### config.mk
export PLATFORM = sky130hd
export DESIGN_NAME = mem_cmd_end_flat
export DESIGN_NICKNAME = d
export VERILOG_FILES = /design/src/verilog/bank_cmd_pkg.sv /design/src/verilog/cmd_bus_if.sv /design/src/verilog/mem_cmd_end.sv /design/src/flat_wrapper.sv
export SDC_FILE = /design/constraint.sdc
export NUM_CORES = 1
export LEC_CHECK = 0
export BUFFER_PORTS_ARGS = -buffer_cell sky130_fd_sc_hd__buf_2
export CELL_PAD_IN_SITES_DETAIL_PLACEMENT = 2
export CELL_PAD_IN_SITES_GLOBAL_PLACEMENT = 2
export CORE_MARGIN = 2
export CORE_UTILIZATION = 25
export CTS_BUF_LIST = sky130_fd_sc_hd__clkbuf_2
export CTS_CLUSTER_DIAMETER = 50
export DETAILED_ROUTE_END_ITERATION = 10
export PLACE_DENSITY = 0.61
export RECOVER_POWER = 25
export SETUP_SLACK_MARGIN = 0.02
export SLEW_MARGIN = 20
export SYNTH_ARGS = -nofsm -noshare
export SYNTH_HDL_FRONTEND = slang
export SYNTH_SLANG_ARGS = --single-unit
### constraint.sdc
create_clock -name ref_clk_i -period 2.4 [get_ports ref_clk_i]
set_input_delay 0.12 -clock ref_clk_i [delete_from_list [all_inputs] [get_ports ref_clk_i]]
set_output_delay 0.12 -clock ref_clk_i [all_outputs]
set_load 0.005 [all_outputs]
### src/verilog/bank_cmd_pkg.sv
// constants and types shared by the command-bus interface and both ends
// assumes one 40 MHz command clock common to controller and memory end
package bank_cmd_pkg;

    // ------------------------------------------------------------
    // widths
    // ------------------------------------------------------------
    localparam int NUM_BANKS = 8;
    localparam int BA_W      = 3;
    localparam int ADDR_W    = 14;
    localparam int AP_BIT    = 10;
    localparam int CNT_W     = 8;

    // ------------------------------------------------------------
    // timing, ns as nominal figures, and derived cycle counts
    // ------------------------------------------------------------
    localparam int CLK_PERIOD_NS = 25;
    localparam int TRCD_NS       = 15;
    localparam int TRP_NS        = 15;
    localparam int TRFC_NS       = 105;
    localparam int TXSNR_NS      = 115;
    localparam int TMRD_CYC      = 2;
    localparam int BURST_CYC     = 2;
    localparam int TWR_NS        = 15;
    // least times round up
    localparam int TRCD_CYC  = (TRCD_NS + CLK_PERIOD_NS - 1) / CLK_PERIOD_NS;
    localparam int TRP_CYC   = (TRP_NS + CLK_PERIOD_NS - 1) / CLK_PERIOD_NS;
    localparam int TRFC_CYC  = (TRFC_NS + CLK_PERIOD_NS - 1) / CLK_PERIOD_NS;
    localparam int TXSNR_CYC = (TXSNR_NS + CLK_PERIOD_NS - 1) / CLK_PERIOD_NS;
    localparam int TWR_CYC   = (TWR_NS + CLK_PERIOD_NS - 1) / CLK_PERIOD_NS;

    // ------------------------------------------------------------
    // decoded commands, bank states and device states
    // ------------------------------------------------------------
    typedef enum logic [3:0] {
        CMD_DESEL   = 4'h0,
        CMD_NOP     = 4'h1,
        CMD_MODE    = 4'h2,
        CMD_REFRESH = 4'h3,
        CMD_SREF_IN = 4'h4,
        CMD_PRE     = 4'h5,
        CMD_ACT     = 4'h6,
        CMD_WRITE   = 4'h7,
        CMD_READ    = 4'h8,
        CMD_PD_IN   = 4'h9,
        CMD_EXIT    = 4'ha,
        CMD_BAD     = 4'hf
    } cmd_e;

    typedef enum logic [2:0] {
        BK_IDLE  = 3'h0,
        BK_ACTV  = 3'h1,
        BK_ROW   = 3'h2,
        BK_READ  = 3'h3,
        BK_WRITE = 3'h4,
        BK_PRE   = 3'h5
    } bank_e;

    typedef enum logic [2:0] {
        DV_RUN   = 3'h0,
        DV_REF   = 3'h1,
        DV_MODE  = 3'h2,
        DV_SREF  = 3'h3,
        DV_PDOWN = 3'h4,
        DV_XSNR  = 3'h5
    } dev_e;

    // decode of the control pins, used by the memory end
    function automatic cmd_e decode_cmd(input logic cke_prev, input logic cke,
                                        input logic cs_n, input logic ras_n,
                                        input logic cas_n, input logic we_n);
        logic desnop;
        desnop = cs_n | (ras_n & cas_n & we_n);
        if (!cke_prev && cke && desnop)
            return CMD_EXIT;
        if (!cke_prev)
            return CMD_DESEL;
        if (!cke && desnop)
            return CMD_PD_IN;
        if (!cke && !cs_n && !ras_n && !cas_n && we_n)
            return CMD_SREF_IN;
        if (!cke)
            return CMD_BAD;
        if (cs_n)
            return CMD_DESEL;
        case ({ras_n, cas_n, we_n})
            3'h7:    return CMD_NOP;
            3'h0:    return CMD_MODE;
            3'h1:    return CMD_REFRESH;
            3'h2:    return CMD_PRE;
            3'h3:    return CMD_ACT;
            3'h4:    return CMD_WRITE;
            3'h5:    return CMD_READ;
            default: return CMD_BAD;
        endcase
    endfunction : decode_cmd

endpackage : bank_cmd_pkg

### src/verilog/cmd_bus_if.sv
// command bus between memory controller and memory command end
// assumes both ends clocked by the same ref_clk_i
`timescale 1ns/1ps
interface cmd_bus_if;
    import bank_cmd_pkg::*;
    logic              cke;
    logic              cs_n;
    logic              ras_n;
    logic              cas_n;
    logic              we_n;
    logic [BA_W-1:0]   ba;
    logic [ADDR_W-1:0] addr;
    logic              odt;

    modport ctrl (output cke, output cs_n, output ras_n, output cas_n,
                  output we_n, output ba, output addr, output odt);
    modport mem  (input cke, input cs_n, input ras_n, input cas_n,
                  input we_n, input ba, input addr, input odt);
endinterface : cmd_bus_if

### src/verilog/mem_cmd_end.sv
// memory side: command decoder, per-bank state machines, device modes
// assumes pins are synchronous to ref_clk_i, driven by the controller end
`timescale 1ns/1ps

module mem_cmd_end
    import bank_cmd_pkg::*;
#(
    parameter bit BIG_PART = 1'b1
) (
    input  wire logic                  ref_clk_i,
    input  wire logic                  rst_n_i,
    input  wire logic                  clk_en_i,
    cmd_bus_if.mem                     bus,
    output logic [NUM_BANKS*3-1:0]     bank_state_o,
    output logic [2:0]                 dev_state_o,
    output logic                       odt_active_o,
    output logic                       mode_load_o,
    output logic [BA_W-1:0]            mode_sel_o,
    output logic [ADDR_W-1:0]          mode_op_o,
    output logic                       illegal_o
);

    // ------------------------------------------------------------
    // state
    // ------------------------------------------------------------
    typedef struct packed {
        logic                       cke_prev;
        dev_e                       dev;
        logic [CNT_W-1:0]           dev_cnt;
        bank_e [NUM_BANKS-1:0]      bank;
        logic [NUM_BANKS-1:0]       ap;
        logic [NUM_BANKS-1:0][CNT_W-1:0] cnt;
        logic                       odt_on;
        logic                       mode_load;
        logic [BA_W-1:0]            mode_sel;
        logic [ADDR_W-1:0]          mode_op;
        logic                       illegal;
    } mem_s;

    mem_s st_reg;
    mem_s st_next;
    cmd_e cmd;
    logic [BA_W-1:0] ba_eff;
    logic all_idle;

    assign cmd = decode_cmd(st_reg.cke_prev, bus.cke, bus.cs_n, bus.ras_n,
                            bus.cas_n, bus.we_n);
    assign ba_eff = BIG_PART ? bus.ba : {1'b0, bus.ba[BA_W-2:0]};

    always_comb begin
        all_idle = 1'b1;
        for (int b = 0; b < NUM_BANKS; b++) begin
            if (st_reg.bank[b] != BK_IDLE)
                all_idle = 1'b0;
        end
    end

    always_comb begin
        st_next = st_reg;
        st_next.mode_load = 1'b0;
        st_next.illegal = 1'b0;
        st_next.cke_prev = bus.cke;

        // ------------------------------------------------------------
        // bank timers run whenever cke and clk_en_i are both high
        // ------------------------------------------------------------
        // per-bank update
        for (int b = 0; b < NUM_BANKS; b++) begin
            if (bus.cke && st_reg.cnt[b] != '0)
                st_next.cnt[b] = st_reg.cnt[b] - 1'b1;
            if (bus.cke && st_reg.cnt[b] == CNT_W'(1)) begin
                case (st_reg.bank[b])
                    BK_ACTV: st_next.bank[b] = BK_ROW;
                    // trp done; a stale auto precharge mark
                    // would make a later precharge of this idle bank illegal
                    BK_PRE: begin
                        st_next.bank[b] = BK_IDLE;
                        st_next.ap[b] = 1'b0;
                    end
                    // burst over, precharge starts or row stays open
                    BK_READ, BK_WRITE: begin
                        if (st_reg.ap[b]) begin
                            st_next.bank[b] = BK_PRE;
                            st_next.cnt[b] = CNT_W'(TRP_CYC +
                                (st_reg.bank[b] == BK_WRITE ? TWR_CYC : 0));
                        end else begin
                            st_next.bank[b] = BK_ROW;
                        end
                    end
                    default: st_next.bank[b] = st_reg.bank[b];
                endcase
            end
        end

        // ------------------------------------------------------------
        // device-wide modes
        // ------------------------------------------------------------
        if (bus.cke && st_reg.dev_cnt != '0)
            st_next.dev_cnt = st_reg.dev_cnt - 1'b1;
        case (st_reg.dev)
            DV_REF, DV_MODE, DV_XSNR: begin
                if (st_reg.dev_cnt <= CNT_W'(1) && bus.cke)
                    st_next.dev = DV_RUN;
            end
            DV_SREF: begin
                if (cmd == CMD_EXIT) begin
                    st_next.dev = DV_XSNR;
                    st_next.dev_cnt = CNT_W'(TXSNR_CYC);
                end
            end
            DV_PDOWN: begin
                if (cmd == CMD_EXIT)
                    st_next.dev = DV_RUN;
            end
            DV_RUN: begin
                case (cmd)
                    // nothing registered
                    // exit also decodes at the first edge after reset
                    CMD_DESEL, CMD_NOP, CMD_EXIT: ;
                    CMD_PD_IN: st_next.dev = DV_PDOWN;
                    CMD_SREF_IN: begin
                        st_next.dev = DV_SREF;
                        st_next.illegal = !all_idle;
                    end
                    // mode load, refused unless all banks idle
                    CMD_MODE: begin
                        if (!all_idle) begin
                            st_next.illegal = 1'b1;
                        end else begin
                            st_next.dev = DV_MODE;
                            st_next.dev_cnt = CNT_W'(TMRD_CYC);
                            st_next.mode_load = 1'b1;
                            st_next.mode_sel = ba_eff;
                            st_next.mode_op = bus.addr;
                        end
                    end
                    // refresh, refused unless all banks idle
                    CMD_REFRESH: begin
                        if (!all_idle) begin
                            st_next.illegal = 1'b1;
                        end else begin
                            st_next.dev = DV_REF;
                            st_next.dev_cnt = CNT_W'(TRFC_CYC);
                        end
                    end
                    CMD_PRE: begin
                        for (int b = 0; b < NUM_BANKS; b++) begin
                            if (bus.addr[AP_BIT] || ba_eff == BA_W'(b)) begin
                                if (st_reg.bank[b] == BK_ACTV || st_reg.ap[b] &&
                                    st_reg.bank[b] != BK_ROW) begin
                                    st_next.illegal = 1'b1;
                                end else if (st_reg.bank[b] != BK_IDLE) begin
                                    st_next.bank[b] = BK_PRE;
                                    st_next.cnt[b] = CNT_W'(TRP_CYC);
                                end
                            end
                        end
                    end
                    CMD_ACT: begin
                        if (st_reg.bank[ba_eff] != BK_IDLE) begin
                            st_next.illegal = 1'b1;
                        end else begin
                            st_next.bank[ba_eff] = BK_ACTV;
                            st_next.cnt[ba_eff] = CNT_W'(TRCD_CYC);
                            st_next.ap[ba_eff] = 1'b0;
                        end
                    end
                    // column address not tracked, only a10
                    // row open or burst running; not in auto precharge
                    CMD_READ, CMD_WRITE: begin
                        if (!(st_reg.bank[ba_eff] inside {BK_ROW, BK_READ, BK_WRITE})
                            || st_reg.ap[ba_eff]
                            // write is refused while the read burst runs
                            || (cmd == CMD_WRITE && st_reg.bank[ba_eff] == BK_READ)) begin
                            st_next.illegal = 1'b1;
                        end else begin
                            st_next.bank[ba_eff] = (cmd == CMD_READ) ? BK_READ : BK_WRITE;
                            st_next.cnt[ba_eff] = CNT_W'(BURST_CYC);
                            st_next.ap[ba_eff] = bus.addr[AP_BIT];
                        end
                    end
                    default: st_next.illegal = 1'b1;
                endcase
            end
            default: st_next.dev = DV_RUN;
        endcase
        if (st_reg.dev inside {DV_REF, DV_MODE, DV_XSNR} &&
            !(cmd inside {CMD_DESEL, CMD_NOP}))
            st_next.illegal = 1'b1;
        // termination gate, from the new mode so entry cuts it at once
        st_next.odt_on = bus.odt && (st_next.dev != DV_SREF);
    end

    always_ff @(posedge ref_clk_i or negedge rst_n_i) begin
        if (!rst_n_i) begin
            st_reg <= '0;
        end else if (clk_en_i) begin
            st_reg <= st_next;
        end
    end

    always_comb begin
        for (int b = 0; b < NUM_BANKS; b++)
            bank_state_o[b*3 +: 3] = st_reg.bank[b];
    end
    assign dev_state_o  = st_reg.dev;
    assign odt_active_o = st_reg.odt_on;
    assign mode_load_o  = st_reg.mode_load;
    assign mode_sel_o   = st_reg.mode_sel;
    assign mode_op_o    = st_reg.mode_op;
    assign illegal_o    = st_reg.illegal;

endmodule : mem_cmd_end

### src/flat_wrapper.sv
// flat-port wrapper written by rule: the top's interface ports become plain ports
module mem_cmd_end_flat import bank_cmd_pkg::*;
#(
    parameter bit BIG_PART = 1'b1
)
  (ref_clk_i, rst_n_i, clk_en_i, bank_state_o, dev_state_o, odt_active_o, mode_load_o, mode_sel_o, mode_op_o, illegal_o, bus_cke, bus_cs_n, bus_ras_n, bus_cas_n, bus_we_n, bus_ba, bus_addr, bus_odt);
  cmd_bus_if bus_i ();
  input  wire logic ref_clk_i;
  input  wire logic rst_n_i;
  input  wire logic clk_en_i;
  output logic [NUM_BANKS*3-1:0] bank_state_o;
  output logic [2:0] dev_state_o;
  output logic odt_active_o;
  output logic mode_load_o;
  output logic [BA_W-1:0] mode_sel_o;
  output logic [ADDR_W-1:0] mode_op_o;
  output logic illegal_o;
  input wire logic [$bits(bus_i.cke)-1:0] bus_cke;
  input wire logic [$bits(bus_i.cs_n)-1:0] bus_cs_n;
  input wire logic [$bits(bus_i.ras_n)-1:0] bus_ras_n;
  input wire logic [$bits(bus_i.cas_n)-1:0] bus_cas_n;
  input wire logic [$bits(bus_i.we_n)-1:0] bus_we_n;
  input wire logic [$bits(bus_i.ba)-1:0] bus_ba;
  input wire logic [$bits(bus_i.addr)-1:0] bus_addr;
  input wire logic [$bits(bus_i.odt)-1:0] bus_odt;
  assign bus_i.cke = bus_cke;
  assign bus_i.cs_n = bus_cs_n;
  assign bus_i.ras_n = bus_ras_n;
  assign bus_i.cas_n = bus_cas_n;
  assign bus_i.we_n = bus_we_n;
  assign bus_i.ba = bus_ba;
  assign bus_i.addr = bus_addr;
  assign bus_i.odt = bus_odt;
  mem_cmd_end #(.BIG_PART(BIG_PART)) u_core (.ref_clk_i(ref_clk_i), .rst_n_i(rst_n_i), .clk_en_i(clk_en_i), .bus(bus_i), .bank_state_o(bank_state_o), .dev_state_o(dev_state_o), .odt_active_o(odt_active_o), .mode_load_o(mode_load_o), .mode_sel_o(mode_sel_o), .mode_op_o(mode_op_o), .illegal_o(illegal_o));
endmodule
## Word level (Yosys, flattened, before mapping)

Cells that the tools add are included.

| word-level totals | value |
|---|---|
| bits in registers | 128 |
| bits in latches | 0 |
| memory bits (writable) | 0 |
| bits in read-only memories | 0 |
| input port bits | 26 |
| output and inout bits | 47 |
| word-level logic and storage cells | 466 |
| memories | 0 |

| operators by class | value |
|---|---|
| add/subtract/negate cells | 17 |
| multiply operators | 0 |
| div/mod/pow operators | 0 |
| $lt $le $gt $ge | 3 |
| equality and inequality tests | 80 |
| shifts and indexed selects | 0 |
| mux-type cells | 226 |
| bitwise operators | 14 |
| reductions and logical operators | 101 |

Operators by type and width:

| cell | number |
|---|---|
| two-way mux 8 bit | 58 |
| two-way mux 96 bit | 3 |
| case mux 64 bit (3 select lines) | 1 |
| two-way mux 3 bit | 45 |
| AND 56 bit | 2 |
| NOT 56 bit | 2 |
| == test 3 bit (second input constant) | 26 |
| two-way mux 1 bit | 77 |
| case mux 24 bit (3 select lines) | 1 |
| case mux 3 bit (3 select lines) | 8 |
| nonzero test 8 bit | 9 |
| subtractor 8 x 1 -> 8 bit (second input constant) | 9 |
| adder 2 x 8 -> 8 bit (first input constant) | 8 |
| == test 8 x 1 -> 1 bit (second input constant) | 8 |
| two-way mux 4 bit | 13 |
| == test 3 x 2 -> 1 bit (second input constant) | 16 |
| case mux 8 bit (2 select lines) | 3 |
| logical AND 1 bit | 37 |
| two-way mux 18 bit | 2 |
| == test 3 x 1 -> 1 bit (second input constant) | 11 |
| two-way mux 11 bit | 3 |
| nonzero test 3 bit | 11 |
| case mux 4 bit (7 select lines) | 1 |
| inequality test 3 x 2 -> 1 bit (second input constant) | 9 |
| 33 further kinds | 78 |

## Longest topological paths before layout

| depth | value |
|---|---|
| depth in word-level cells | 40 |
| gate-level depth with buffers | 11 |
| gate-level depth less buffers | 10 |

## Worst setup path after synthesis

No wires, ideal clock.

| timing path | value |
|---|---|
| path kind | reg-to-reg |
| from | reg u_core.st_reg (netlist bit u_core.bank_state_o[1]) |
| to | reg u_core.st_reg[35] (netlist name) |
| setup time | 128 ps |
| data arrival time | 2403 ps |
| required time | 2272 ps |
| setup slack | -131 ps |
| stages on the path, launching flop included | 10 |
| path buffers | 1 |
| period minus slack after synthesis | 2531 ps |
| cells stage by stage | dfrtp_1 buf_2 mux2_2 o22a_1 o211ai_4 nand3_1 a211o_1 a211o_2 a31oi_1 o31ai_1 |

| between the ends | value |
|---|---|
| cells in the longest elaborated chain, start to end | 10 |
| elaborated cells on any way between the ends | 15 |
| those cells by class | eq/ne: 3; mux: 6; reduce/logical: 6 |

Ends and longest elaborated chain:

| what | line | text |
|---|---|---|
| from (decl) | mem_cmd_end.sv:40 | `mem_s st_reg;` |
| from (signal assigned) | mem_cmd_end.sv:198 | `st_reg <= st_next;` |
| binary-select mux 3 bit (select 3 bit) (*) | mem_cmd_end.sv:160, mem_cmd_end.sv:171, mem_cmd_end.sv:174 |  |
| two-way mux 3 bit (not written as such) (*) | mem_cmd_end.sv:160, mem_cmd_end.sv:171, mem_cmd_end.sv:174 |  |
| == test 3 x 2 -> 1 bit, or another cell as far along | mem_cmd_end.sv:171 | `if (!(st_reg.bank[ba_eff] inside {BK_ROW, BK_READ, BK_WRITE})` |
| nonzero test 3 bit | mem_cmd_end.sv:171 |  |
| logical NOT 1 bit | mem_cmd_end.sv:171 |  |
| logical OR 1 bit | mem_cmd_end.sv:172 | `\|\| st_reg.ap[ba_eff]` |
| logical OR 1 bit | mem_cmd_end.sv:174 | `\|\| (cmd == CMD_WRITE && st_reg.bank[ba_eff] == BK_READ)) begin` |
| two-way mux 96 bit | mem_cmd_end.sv:171 |  |
| case mux 64 bit (3 select lines) (*) | mem_cmd_end.sv:116 | `case (cmd)` |
| two-way mux 96 bit (*) | mem_cmd_end.sv:100 | `case (st_reg.dev)` |

Every way passes the cells marked *; elsewhere a longest branch is shown, timed or not. The select of a mux whose other input is x is not followed.
A chain may end at the register's enable or synchronous reset.

## Final worst setup path

| timing path | value |
|---|---|
| from | reg u_core.st_reg (netlist bit u_core.bank_state_o[14]) |
| to | reg u_core.st_reg (netlist bit u_core.bank_state_o[6]) |

| between the ends | value |
|---|---|
| cells in the longest elaborated chain, start to end | 10 |
| elaborated cells on any way between the ends | 15 |
| those cells by class | eq/ne: 3; mux: 6; reduce/logical: 6 |

Ends and longest elaborated chain:

| what | line |
|---|---|
| binary-select mux 3 bit (select 3 bit) (*) | mem_cmd_end.sv:160, mem_cmd_end.sv:171, mem_cmd_end.sv:174 |
| two-way mux 3 bit (not written as such) (*) | mem_cmd_end.sv:160, mem_cmd_end.sv:171, mem_cmd_end.sv:174 |
| == test 3 x 2 -> 1 bit, or another cell as far along | mem_cmd_end.sv:171 |
| nonzero test 3 bit | mem_cmd_end.sv:171 |
| logical NOT 1 bit | mem_cmd_end.sv:171 |
| logical OR 1 bit | mem_cmd_end.sv:172 |
| logical OR 1 bit | mem_cmd_end.sv:174 |
| two-way mux 96 bit | mem_cmd_end.sv:171 |
| case mux 24 bit (3 select lines) (*) | mem_cmd_end.sv:116 |
| two-way mux 96 bit (*) | mem_cmd_end.sv:100 |

Marks and branches as above.

==> results.md <==
- Status: complete, but fails checks
- Failing checks: capacitance limit, slew limit, setup timing
- Ys async rst share: 100%
- Setup crit end kind: flip-flop
- CP arrival: approximately 3.7 ns
- NetSw: 3920 uW
- PwrDens: 555 nW/um^2
- Synth warn: 0
- CTS tree: done
- Area Overhead vs Synth: 47.4%
- Min-delay src: bus_cas_n
- Sequential power share: 35.1%
- First-pass iteration count of the detailed router: 7
- R2r endpoint: u_core.bank_state_o[6]
- Die Width: about 210 um
- Cells on worst reg2reg path: 10
- Min Tclk post-route: 2.84 ns
- Dpl cell area: 12700 um^2
- Global route overflow: 0
- Die Area: 43900 um^2
- Hold crit path type: in -> reg
- Worst r2r src: u_core.bank_state_o[14]
- EDFF count, synth: 0
- CTS max path bufs: 2
- Io pins: 73
- Per-cell routed wire length: approximately 24 um
- Clk pwr share: 15.7%
- Worst Slack Setup Final: -0.444 ns
- Hold EP: u_core.bank_state_o[13]
- Peak VDD IR: approximately 200 uV
- Sw frac: a little under half
- Buffers & Inverters on Critical Path: 3
- Period utilization: 119%
- Routed Antenna Nets: 0
- Synth Net Count: 1394
- Reg area: approximately 3200 um^2
- CTS clk-pin slew, worst paths: 0.27 ns
- Pre-CTS setup slack: -0.488 ns
- Top Metal Used: met4
- Largest net degree at the start of global routing: 81
- F_max: 352 MHz
- Nets: 1666
- Combinational power share: about half
- Vias: 12100
- Die Y: 210 um
- Hold Worst Slack: 0.0705 ns
- WL final: 52500 um
- # rows: 75
- Final setup fails: 123
- Routability congestion estimate: approximately 0.9
- Max reg flops: 81
- Post-layout instance area: 15600 um^2
- Drt first-iter violations: 586
- Cell family with most CP delay: multiplexers
- Initial Util: 25.2%
- Synthesized instance count: between 1000 and 1500
- Commonest cells post-synth: 128 x dfrtp_1, 125 x o21ai_0, 117 x nor2_1
- CP Launch Type: flip-flop
- Drt drc: 0
- FF+latch count, synth: 128
- Crit-path max cell delay: 0.52 ns
- Setup slack, reg-to-reg: -0.44 ns
- Mapped cell area: 10600 um^2
- Synth Flop Type: dfrtp_1
- Number of filler instances in the final layout: 4636
- Maxcap violations: 1
- Clk_skew: 0.0647 ns
- Core box area: 41900 um^2
- Post-synth top area share: 30.3%
- Wire length on met2: 25600 um
- Largest cells by area after synthesis: dfrtp_1 30%, o21ai_0 5.9%, nor2_1 4.2%
- Tightest Pin Transition: about 1.6 ns
- Initial antenna violation count: 1
- Slowest CP cell: mux4_2
- Crit Path Max Fanout: 7
- Share of layout cells above drive strength 1: around 40%
- Area leader, netlist: dfrtp_1
- Total internal power: 4710 uW
- Cell leakage power: 0.00619 uW
- Vias in the first global route: 13000
- Synthesized area per cell: 7.82 um^2
- Clk sinks: around 130
- Hold path cells: 6
- Most common cell in the netlist: dfrtp_1
- Worst Path Class, Setup: reg -> reg
- RSZ-0062 raised after global routing: yes
- Worst-skew pair later-pin latency: 0.91 ns
- Slew headroom: -4.74%
- Slew Limit Fails: 52
- Via-to-Cell Ratio: 5.58
- TritonCTS buffer count: 17
- CTS root buf: clkbuf_2
- Final hold vios: 0
- Area of the multi-input gates: just under 8000 um^2
- H-tree depth: 4
- Met1 WL: approximately 23000 um
- Count of cell types in the netlist: 95
- Dpl hpwl: 33900 um
- Crit path cell chain: mux4_2 > mux2i_4 > buf_12 > buf_8 > o211ai_1 > a21oi_4 > buf_6 > a21o_1 > o221ai_1 > mux2_2
- Pwr Total: 8630 uW
- CP required: 3.21 ns
- Routed met3 length: between 1500 and 2000 um
- Sequential share of the synthesized area: between 30% and 40%
- Global-route wire length before repair: 77500 um
- Total track usage: 22.7%
- Port-buffer cells: 72
worst register-to-register path: cells and delay by family (launching register included):
kind | cells | cell delay, ns
mux | 3 | 1.02
compound gates | 4 | 0.75
flops | 1 | 0.50
buf+inv | 3 | 0.47
timing repair:
| item | CTS | global route |
|---|---|---|
| cloned | 0 | 3 |
| gates resized for setup | 243 | 164 |
| pin swaps | 118 | 101 |
| setup buffers | 46 | 27 |
| hold endpoints to repair | 242 | 0 |
| hold buffers | 41 | 0 |
| setup endpoints to repair | 124 | 126 |
cell type report:
type                    count  share of cell area, %
well taps                 539                   4.33
clock buffers              17                  0.547
multi-input cells        1017                   50.4
clock inverters            15                  0.740
diodes                      1                 0.0161
flip-flops and latches    128                   20.6
repair buffers            396                   21.7
inverters                  62                   1.57
routing by layer:
metal  vias up  global-route usage [%]
met5         -                       0
met4         0                    9.81
met3       109                    2.93
met2       280                    38.4
met1      6228                    29.0
li1       5522                       -
metrics by stage:
step                std cells  util [%]  setup TNS [ns]
global route             2175      37.2          -33.22
global placement         2044      30.4          -25.45
finish                   2175      37.2          -29.66
CTS                      2154      35.0          -16.10
floorplan                1350         -          -0.310
detailed placement       2044      30.4          -34.17
cells in the final DEF (no fill, tap or decap), types with 30 or more instances in the layout:
cell           instances
a21oi_1               57
o21ai_0               68
buf_2                 70
dfrtp_1              124
nand2_1              110
nand3_1               30
inv_1                 56
o21ai_1               39
buf_6                 68
buf_4                194
dlygate4sd3_1         40
nor3_1                40
nor2_1               108
logic make-up after synthesis:
| group | share of synthesized area (%) |
|---|---|
| xor gates and xnor gates | 0.829 |
| buffers and inverters | 9.24 |
| and+or+nand+nor | 22.8 |
| adders and majority gates | 2.13 |
| DFF | 30.3 |
| muxes | 4.61 |
| AOI/OAI and AO/OA | 30.1 |
power by group through the flow:
stage	Clock (uW)	Combinational (uW)	Sequential, uW
after floorplan	0	2080	2910
after global placement	0	3210	3010
after detailed placement	0	3360	3040
after CTS	1420	3850	3000
after global routing	1490	4610	3100
final	1360	4240	3030
worst max path at each step:
stage	cells after the start	to	slack [ns]	startpoint
global route	10	u_core.bank_state_o[6]	-0.44	u_core.bank_state_o[14]
finish	10	u_core.bank_state_o[6]	-0.44	u_core.bank_state_o[14]
floorplan	8	u_core.st_reg[35]	-0.06	u_core.bank_state_o[5]
detailed placement	11	u_core.st_reg[67]	-0.49	bus_ba[0]
CTS	11	u_core.dev_state_o[1]	-0.27	u_core.bank_state_o[18]
global placement	11	u_core.st_reg[117]	-0.39	u_core.bank_state_o[5]
Note: power is estimated with default switching activity, not from simulation.
